===== src/rtl/servo_ctrl_consts.svh =====
// constants for the servo enable, direction and overtravel block
`ifndef SERVO_CTRL_CONSTS_SVH
`define SERVO_CTRL_CONSTS_SVH

// register byte offsets
`define OFS_CONFIG 8'h00
`define OFS_ACTIVE 8'h04
`define OFS_STATUS 8'h08
`define OFS_CONTROL 8'h0C
`define OFS_IRQ_STATUS 8'h10
`define OFS_IRQ_MASK 8'h14

// config field layout
`define CFG_SON_MSB 3
`define CFG_SON_LSB 0
`define CFG_DIR_BIT 4
`define CFG_HOLD_BIT 5

// servo-on assignment codes
`define SON_INPUT 4'h0
`define SON_ALWAYS 4'h9

// reset values
`define SON_DEFAULT 4'h0
`define DIR_DEFAULT 1'b0
`define HOLD_DEFAULT 1'b0
`define IRQ_DEFAULT 4'h0
`define WORD_ZERO 32'h0000_0000

// control register: write one to reset a latched alarm
`define CTL_ALARM_RESET_BIT 0

// interrupt event bit positions
`define EV_FWD_OT 0
`define EV_REV_OT 1
`define EV_ALARM 2
`define EV_STOPPED 3
`define EV_COUNT 4

// stop settle time before base block or hold
`define CLK_PERIOD_NS 10
`define STOP_TIME_NS 1000
`define STOP_CYCLES ((`STOP_TIME_NS + `CLK_PERIOD_NS - 1) / `CLK_PERIOD_NS)
`define STOP_TIMER_W 8

`endif


===== src/rtl/servo_ctrl_pkg.sv =====
// types shared by the servo enable, direction and overtravel block
package servo_ctrl_pkg;

`include "servo_ctrl_consts.svh"

typedef enum logic [1:0] {
    ST_OFF = 2'b00,
    ST_RUN = 2'b01,
    ST_STOPPING = 2'b10,
    ST_HALTED = 2'b11
} drive_state_t;

typedef struct packed {
    drive_state_t state;
    logic [`STOP_TIMER_W-1:0] stopTimer;
    logic [3:0] shadowServoOnAssign;
    logic shadowDirectionSelect;
    logic shadowStopMethod;
    logic [3:0] inputAssignmentParamA;
    logic directionSelectParam;
    logic stopMethodParam;
    logic powerPrev;
    logic fwdOtPrev;
    logic revOtPrev;
    logic alarmPrev;
    logic alarmLatched;
    logic [`EV_COUNT-1:0] irqStatus;
    logic [`EV_COUNT-1:0] irqMask;
    logic pready;
    logic pslverr;
    logic [31:0] prdata;
    logic motorEnergized;
    logic motorCcw;
    logic motorCw;
    logic brakeControlOutput;
    logic zeroHoldActive;
    logic fwdOvertravel;
    logic revOvertravel;
    logic encoderOutPhaseA;
    logic encoderOutPhaseB;
    logic irq;
} servo_regs_t;

endpackage


===== src/rtl/servo_ctrl.sv =====
// servo enable, rotation direction and overtravel control with apb access
`timescale 1ns/10ps
module servo_ctrl (
    input wire logic clock,
    input wire logic rst,
    input wire logic psel,
    input wire logic penable,
    input wire logic pwrite,
    input wire logic [7:0] paddr,
    input wire logic [31:0] pwdata,
    output logic [31:0] prdata,
    output logic pready,
    output logic pslverr,
    input wire logic mainPowerOn,
    input wire logic servoOnInput,
    input wire logic forwardLimitInput,
    input wire logic reverseLimitInput,
    input wire logic alarmInput,
    input wire logic encoderPhaseA,
    input wire logic encoderPhaseB,
    input wire logic cmdForward,
    input wire logic cmdReverse,
    output logic motorEnergized,
    output logic motorCcw,
    output logic motorCw,
    output logic brakeControlOutput,
    output logic zeroHoldActive,
    output logic fwdOvertravel,
    output logic revOvertravel,
    output logic encoderOutPhaseA,
    output logic encoderOutPhaseB,
    output servo_ctrl_pkg::drive_state_t driveState,
    output logic irq
);
    import servo_ctrl_pkg::*;

    localparam logic [`STOP_TIMER_W-1:0] STOP_CYC =
        `STOP_TIMER_W'(`STOP_CYCLES);

    servo_regs_t st;
    servo_regs_t next_st;

    logic [6:0] pinSync;
    logic powerS;
    logic servoOnS;
    logic fwdOtS;
    logic revOtS;
    logic alarmS;
    logic encAS;
    logic encBS;

    // every pin but the two commands crosses two flops before any logic reads it; limits enter
    // inverted so the flushed synchroniser reads as permitted, not overtravel
    sync_two_stage #(
        .WIDTH(7)
    ) u_pin_sync (
        .clock(clock),
        .rst(rst),
        .async({mainPowerOn, servoOnInput, ~forwardLimitInput,
            ~reverseLimitInput, alarmInput, encoderPhaseA, encoderPhaseB}),
        .synced(pinSync)
    );

    assign {powerS, servoOnS, fwdOtS, revOtS, alarmS, encAS, encBS}
        = pinSync;

    logic fwdOt;
    logic revOt;
    logic servoOnActive;
    logic energizeReq;
    logic otHit;
    logic fwdDrive;
    logic revDrive;
    logic apbAccess;
    logic apbWrite;
    logic [31:0] readWord;
    logic mapped;
    logic [`EV_COUNT-1:0] events;
    logic [`EV_COUNT-1:0] irqClear;
    logic alarmReset;
    logic otInState;

    always_comb
    begin
        next_st = st;

        // a limit input that is off means the axis ran past it
        fwdOt = fwdOtS;
        revOt = revOtS;

        // code 9 pins servo-on high; any other code follows the pin
        if (st.inputAssignmentParamA == `SON_ALWAYS)
        begin
            servoOnActive = 1'b1;
        end
        else
        begin
            servoOnActive = servoOnS;
        end

        // a latched alarm drops drive until reset; power and servo-on gate it too
        energizeReq = powerS && servoOnActive && !st.alarmLatched;

        // the limit is picked by the command, whatever the rotation
        otHit = (cmdForward && fwdOt) || (cmdReverse && revOt);
        fwdDrive = cmdForward && !cmdReverse && !fwdOt;
        revDrive = cmdReverse && !cmdForward && !revOt;

        // apb: one wait state, the write lands on the completing edge
        apbAccess = psel && penable && st.pready;
        apbWrite = apbAccess && pwrite;
        mapped = 1'b1;
        case (paddr)
            `OFS_CONFIG:
            begin
                readWord = {26'h0, st.shadowStopMethod,
                    st.shadowDirectionSelect, st.shadowServoOnAssign};
            end
            `OFS_ACTIVE:
            begin
                readWord = {26'h0, st.stopMethodParam,
                    st.directionSelectParam, st.inputAssignmentParamA};
            end
            `OFS_STATUS:
            begin
                readWord = {22'h0, st.state, st.alarmLatched, revOt, fwdOt,
                    st.brakeControlOutput, st.zeroHoldActive, st.motorCw,
                    st.motorCcw, st.motorEnergized};
            end
            `OFS_CONTROL:
            begin
                readWord = `WORD_ZERO;
            end
            `OFS_IRQ_STATUS:
            begin
                readWord = {28'h0, st.irqStatus};
            end
            `OFS_IRQ_MASK:
            begin
                readWord = {28'h0, st.irqMask};
            end
            default:
            begin
                readWord = `WORD_ZERO;
                mapped = 1'b0;
            end
        endcase

        next_st.pready = psel && penable && !st.pready;
        if (psel && penable && !st.pready)
        begin
            next_st.prdata = pwrite ? `WORD_ZERO : readWord;
            next_st.pslverr = !mapped;
        end
        else
        begin
            next_st.prdata = `WORD_ZERO;
            next_st.pslverr = 1'b0;
        end

        irqClear = '0;
        alarmReset = 1'b0;
        if (apbWrite)
        begin
            case (paddr)
                `OFS_CONFIG:
                begin
                    next_st.shadowServoOnAssign =
                        pwdata[`CFG_SON_MSB:`CFG_SON_LSB];
                    next_st.shadowDirectionSelect = pwdata[`CFG_DIR_BIT];
                    next_st.shadowStopMethod = pwdata[`CFG_HOLD_BIT];
                end
                `OFS_CONTROL:
                begin
                    alarmReset = pwdata[`CTL_ALARM_RESET_BIT];
                end
                `OFS_IRQ_STATUS:
                begin
                    irqClear = pwdata[`EV_COUNT-1:0];
                end
                `OFS_IRQ_MASK:
                begin
                    next_st.irqMask = pwdata[`EV_COUNT-1:0];
                end
                default:
                begin
                    alarmReset = 1'b0;
                end
            endcase
        end

        // setup fields move to the live copy only on a power restart
        next_st.powerPrev = powerS;
        if (powerS && !st.powerPrev)
        begin
            next_st.inputAssignmentParamA = st.shadowServoOnAssign;
            next_st.directionSelectParam = st.shadowDirectionSelect;
            next_st.stopMethodParam = st.shadowStopMethod;
        end

        // alarm still present wins over a reset in the same cycle
        next_st.alarmPrev = alarmS;
        next_st.alarmLatched = alarmS || (st.alarmLatched && !alarmReset);

        next_st.stopTimer = st.stopTimer;
        case (st.state)
            ST_OFF:
            begin
                if (energizeReq)
                begin
                    next_st.state = ST_RUN;
                end
            end
            ST_RUN:
            begin
                if (!energizeReq)
                begin
                    next_st.state = ST_OFF;
                end
                else if (otHit)
                begin
                    next_st.state = ST_STOPPING;
                    next_st.stopTimer = STOP_CYC;
                end
            end
            ST_STOPPING:
            begin
                if (!energizeReq)
                begin
                    next_st.state = ST_OFF;
                end
                else if (st.stopTimer <= `STOP_TIMER_W'(1))
                begin
                    next_st.state = ST_HALTED;
                    next_st.stopTimer = '0;
                end
                else
                begin
                    next_st.stopTimer = st.stopTimer - `STOP_TIMER_W'(1);
                end
            end
            ST_HALTED:
            begin
                if (!energizeReq)
                begin
                    next_st.state = ST_OFF;
                end
                else if (!otHit)
                begin
                    next_st.state = ST_RUN;
                end
            end
            default:
            begin
                next_st.state = ST_OFF;
            end
        endcase

        // outputs follow the next state so each leaves a flop
        otInState = (next_st.state == ST_STOPPING) ||
            (next_st.state == ST_HALTED);
        next_st.motorEnergized = (next_st.state == ST_RUN) ||
            (next_st.state == ST_STOPPING) ||
            (next_st.state == ST_HALTED && next_st.stopMethodParam);
        next_st.zeroHoldActive = (next_st.state == ST_HALTED) &&
            next_st.stopMethodParam;
        next_st.brakeControlOutput = (next_st.state != ST_RUN);
        if (next_st.state == ST_RUN)
        begin
            // reverse mode swaps the physical sense of both commands
            // the live copy that loads on this edge already steers it
            next_st.motorCcw = next_st.directionSelectParam ? revDrive
                : fwdDrive;
            next_st.motorCw = next_st.directionSelectParam ? fwdDrive
                : revDrive;
        end
        else
        begin
            next_st.motorCcw = 1'b0;
            next_st.motorCw = 1'b0;
        end
        next_st.fwdOvertravel = fwdOt;
        next_st.revOvertravel = revOt;

        // swapping the phases undoes the reversed physical lead
        next_st.encoderOutPhaseA = st.directionSelectParam ? encBS
            : encAS;
        next_st.encoderOutPhaseB = st.directionSelectParam ? encAS
            : encBS;

        next_st.fwdOtPrev = fwdOt;
        next_st.revOtPrev = revOt;
        events = '0;
        events[`EV_FWD_OT] = fwdOt && !st.fwdOtPrev;
        events[`EV_REV_OT] = revOt && !st.revOtPrev;
        events[`EV_ALARM] = alarmS && !st.alarmPrev;
        events[`EV_STOPPED] = otInState && (next_st.state == ST_HALTED) &&
            (st.state == ST_STOPPING);
        // a new event beats a clear written in the same cycle
        next_st.irqStatus = (st.irqStatus & ~irqClear) | events;
        next_st.irq = |(next_st.irqStatus & next_st.irqMask);
    end

    always_ff @(posedge clock)
    begin
        if (rst)
        begin
            st <= '0;
            st.state <= ST_OFF;
            st.shadowServoOnAssign <= `SON_DEFAULT;
            st.shadowDirectionSelect <= `DIR_DEFAULT;
            st.shadowStopMethod <= `HOLD_DEFAULT;
            st.inputAssignmentParamA <= `SON_DEFAULT;
            st.directionSelectParam <= `DIR_DEFAULT;
            st.stopMethodParam <= `HOLD_DEFAULT;
            st.irqStatus <= `IRQ_DEFAULT;
            st.irqMask <= `IRQ_DEFAULT;
            st.brakeControlOutput <= 1'b1;
        end
        else
        begin
            st <= next_st;
        end
    end

    assign prdata = st.prdata;
    assign pready = st.pready;
    assign pslverr = st.pslverr;
    assign motorEnergized = st.motorEnergized;
    assign motorCcw = st.motorCcw;
    assign motorCw = st.motorCw;
    assign brakeControlOutput = st.brakeControlOutput;
    assign zeroHoldActive = st.zeroHoldActive;
    assign fwdOvertravel = st.fwdOvertravel;
    assign revOvertravel = st.revOvertravel;
    assign encoderOutPhaseA = st.encoderOutPhaseA;
    assign encoderOutPhaseB = st.encoderOutPhaseB;
    assign driveState = st.state;
    assign irq = st.irq;
endmodule


===== src/rtl/sync_two_stage.sv =====
// two flip-flop synchroniser for a group of pin inputs
`timescale 1ns/10ps
module sync_two_stage #(
    parameter int WIDTH = 1
) (
    input wire logic clock,
    input wire logic rst,
    input wire logic [WIDTH-1:0] async,
    output logic [WIDTH-1:0] synced
);
    typedef struct packed {
        logic [WIDTH-1:0] meta;
        logic [WIDTH-1:0] stable;
    } sync_regs_t;

    sync_regs_t st;
    sync_regs_t next_st;

    always_comb
    begin
        next_st.meta = async;
        next_st.stable = st.meta;
    end

    always_ff @(posedge clock)
    begin
        if (rst)
        begin
            st <= '0;
        end
        else
        begin
            st <= next_st;
        end
    end

    assign synced = st.stable;
endmodule


===== config.mk =====
export PLATFORM = sky130hd
export DESIGN_NAME = servo_ctrl
export DESIGN_NICKNAME = d
export VERILOG_FILES = /design/src/rtl/servo_ctrl_pkg.sv /design/src/rtl/servo_ctrl.sv /design/src/rtl/sync_two_stage.sv
export VERILOG_INCLUDE_DIRS = /design/src /design/src/rtl
export SDC_FILE = /design/constraint.sdc
export NUM_CORES = 1
export LEC_CHECK = 0
export ABC_AREA = 1
export BUFFER_PORTS_ARGS = -buffer_cell sky130_fd_sc_hd__buf_2
export CORE_ASPECT_RATIO = 1.4
export CORE_MARGIN = 3
export CORE_UTILIZATION = 45
export DETAILED_ROUTE_END_ITERATION = 16
export PLACE_DENSITY = 0.71
export SETUP_SLACK_MARGIN = 0.02
export SLEW_MARGIN = 25
export SYNTH_ARGS = -nofsm -noshare
export SYNTH_HDL_FRONTEND = slang
export SYNTH_SLANG_ARGS = --single-unit

===== constraint.sdc =====
create_clock -name clock -period 3.7 [get_ports clock]
set_input_delay 0.37 -clock clock [delete_from_list [all_inputs] [get_ports clock]]
set_output_delay 0.37 -clock clock [all_outputs]
set_load 0.01 [all_outputs]

==> run summary <==
Post-synth top flop: dfxtp_1
sequential area share after synthesis: 0.4235
Post-synth ARST share: 0
critical hold path startpoint: reverseLimitInput
Yosys top cell by area: dfxtp_1
Seq cells post-synth: 69
Final Instance Count excl. Fillers: 587
global-route wire length before repair: 11.08 mm
RSZ-0062 raised after global routing: false
CP Data Required Time: 3.98 ns
GRT Resource Usage Total: 0.1708
Avg Cell Area, Syn: 7.347 µm²
post-synthesis cell area: 0.003262 mm²
Residual DRC: 0
power per cell area: 429.5 mW/mm²
most used cell, CP: nand2_1
Via-to-Cell Ratio: 4.549
Cell Area, Placed: 0.003436 mm²
clk_lat worst skew: 0.34 ns
Yosys cell types: 34
core area: 0.006982 mm²
CP endpoint kind: register
post-route cell area: 0.003674 mm²
cells along the critical path: inv_1, ha_1, o21ai_0, o21ai_2, inv_2, nor3_1, ha_1, nand2_1, nand2_1, nand2_1, nand2_1, nor2_1, nor2_1
Final Hold Slack: 0.1761 ns
DRT Pass-1 Iters: 5
die area: 0.008321 mm²
gp weighted congestion: 0.8816
Cells after Synth: 444
placed cells: 571
worst slew pin tran: 0.7137 ns
crit path max fanout: 7
most frequent cells after synthesis: nand2_1 (80), nor2_1 (72), dfxtp_1 (69)
synth warn: 0
CTS Buffer Depth: 2
final period utilization: 0.5592
H-Tree Level Count: 3
Post-Route WL: 6.876 mm
slowest stage cell on the critical path: dfxtp_1
Initial Util: 0.4672
delay-heaviest family, CP: simple AND/OR/NAND/NOR gates
wire per inst: 11.71 µm
FF-to-FF path depth: 13
EDFF count, synth: 0
min cycle time layout: 2.069 ns
startpoint type of the worst setup path: register
pin count of the biggest net entering global routing: 39
hold buffer count at cts: 0
Antenna Cells: 0
Worst-path clk slew: 0.08 ns
Hold Path Sink: u_pin_sync.next_st[3]
worst clock skew: 0.009166 ns
Hold Path Depth: 2
R2R setup slack: 1.63 ns
FP Rows: 36
grt ovf: 0
Vias: 2670
Fin. Hold Viols: 0
layout cells sized above 1: 0.2175
Critical path buffers and inverters: 2
Clk Tree Root Cell: clkbuf_8
R2R Path Start: st[69]
Slew HR: 0.5242
antenna violations before repair: 0
port bufs: 51
Yosys top cell area share: 0.4235
I/O pin cnt: 100
Final TNS setup: 0 ns
Critical Path AT: 2.35 ns
P_leak: 1.788 nW
Die Ht: 106.7 µm
Area Growth Syn to Fin: 12.62%
ANT nets after route: 0
status: finished clean
critical path class: register to register
vias in the first global route: 2525
reg-to-reg endpoint: irq
TritonCTS buffer count: 9
Slew Limit Fails: 0
Die Wd: 77.96 µm
TritonCTS clock tree: built
fmax: 483.3 MHz
cell with the most instances after synthesis: nand2_1
crit-path max cell delay: 0.34 ns
max cap viols: 0
Post-CTS Setup Repair Bufs: 0
drt first-iter violations: 160
worst hold path class: input port to register
post_cts resized: 0
Max VDD drop: 266.4 µV
final net count: 545
clk sink count: 69
Post-DP HPWL: 5.291 mm
final setup vio count: 0
Area contributors post-synth: dfxtp_1 (42%), nand2_1 (9.2%), nor2_1 (8.3%)
logic make-up (layout without fill, tap and decap cells):
logic type               after synthesis  count (layout)  synth area share
AO/OA/AOI/OAI                         56              56            0.1024
adder cells (fa/ha/maj)                4               4           0.01534
buffers and inverters                110             137            0.1676
flip-flops                            69              69            0.4235
other                                  1              22          0.001150
AND/OR/NAND/NOR                      204             204            0.2900
how the worst max path moves through the flow:
| stage | start | endpoint | cells after the start |
|---|---|---|---|
| floorplan | st[69] | irq | 13 |
| finish | st[69] | irq | 13 |
| global route | st[69] | irq | 13 |
| global placement | st[69] | irq | 13 |
| CTS | st[69] | irq | 13 |
| detailed placement | st[69] | irq | 13 |
registers in the layout (all words and copies together) (netlist names):
signal	count
pslverr	1
encoderOutPhaseA	1
u_pin_sync.next_st	7
prdata	10
motorEnergized	1
brakeControlOutput	1
pready	1
driveState	2
motorCcw	1
zeroHoldActive	1
fwdOvertravel	1
u_pin_sync.synced	7
encoderOutPhaseB	1
revOvertravel	1
st	31
motorCw	1
irq	1
placed cells by master, fill, tap and decap left out, types with 2 or more instances in the layout:
master,count
clkbuf_8,9
conb_1,22
a211oi_1,2
nand3_1,9
nand3_2,2
a211oi_2,3
dfxtp_1,69
nand2_1,80
bufinv_16,3
buf_2,51
nor2_2,3
o21ai_2,2
nand2_2,5
inv_1,61
nor2_1,72
or2_2,3
clkinv_4,2
inv_2,8
clkinv_2,3
a21oi_1,23
nor3_1,11
o21ai_0,21
nor2_4,7
nand3_4,2
nand4_1,6
ha_1,4
layer usage:
metal / track usage / wire length, µm
met5: 0 / 0
met4: 0.07125 / 193
met3: 0.05714 / 349
met2: 0.3113 / 3618
met1: 0.1768 / 2714
power by group:
group          switching, mW  internal [mW]
Sequential           0.00684          0.757
Clock                  0.281          0.445
Combinational         0.0592         0.0279
metrics by stage:
stage / util / power [mW] / setup WS [ns]
3_5_place_dp: 0.4921 / 0.8681 / 1.657
5_1_grt: 0.5262 / 1.643 / 1.462
3_3_place_gp: 0.4921 / 0.8659 / 1.683
2_1_floorplan: - / 0.8548 / 1.947
4_1_cts: 0.5262 / 1.590 / 1.636
6_report: 0.5262 / 1.578 / 1.631
worst register-to-register path, cell delays in order, from the launching register on:
cell	delay, ns
dfxtp_1	0.34
inv_1	0.08
ha_1	0.20
o21ai_0	0.12
o21ai_2	0.33
inv_2	0.09
nor3_1	0.25
ha_1	0.22
nand2_1	0.08
nand2_1	0.08
nand2_1	0.04
nand2_1	0.07
nor2_1	0.05
nor2_1	0.07
area by class of cell:
| type | instances | area, µm² |
|---|---|---|
| multi-input cells | 286 | 1413 |
| clock buffers | 9 | 123.9 |
| inverters | 70 | 267.8 |
| clock inverters | 7 | 113.9 |
| flip-flops and latches | 69 | 1381 |
| repair buffers | 51 | 255.2 |
| fillers | 707 | 3308 |
| well taps | 95 | 118.9 |
No activity file was read; power rests on OpenSTA's default activity.
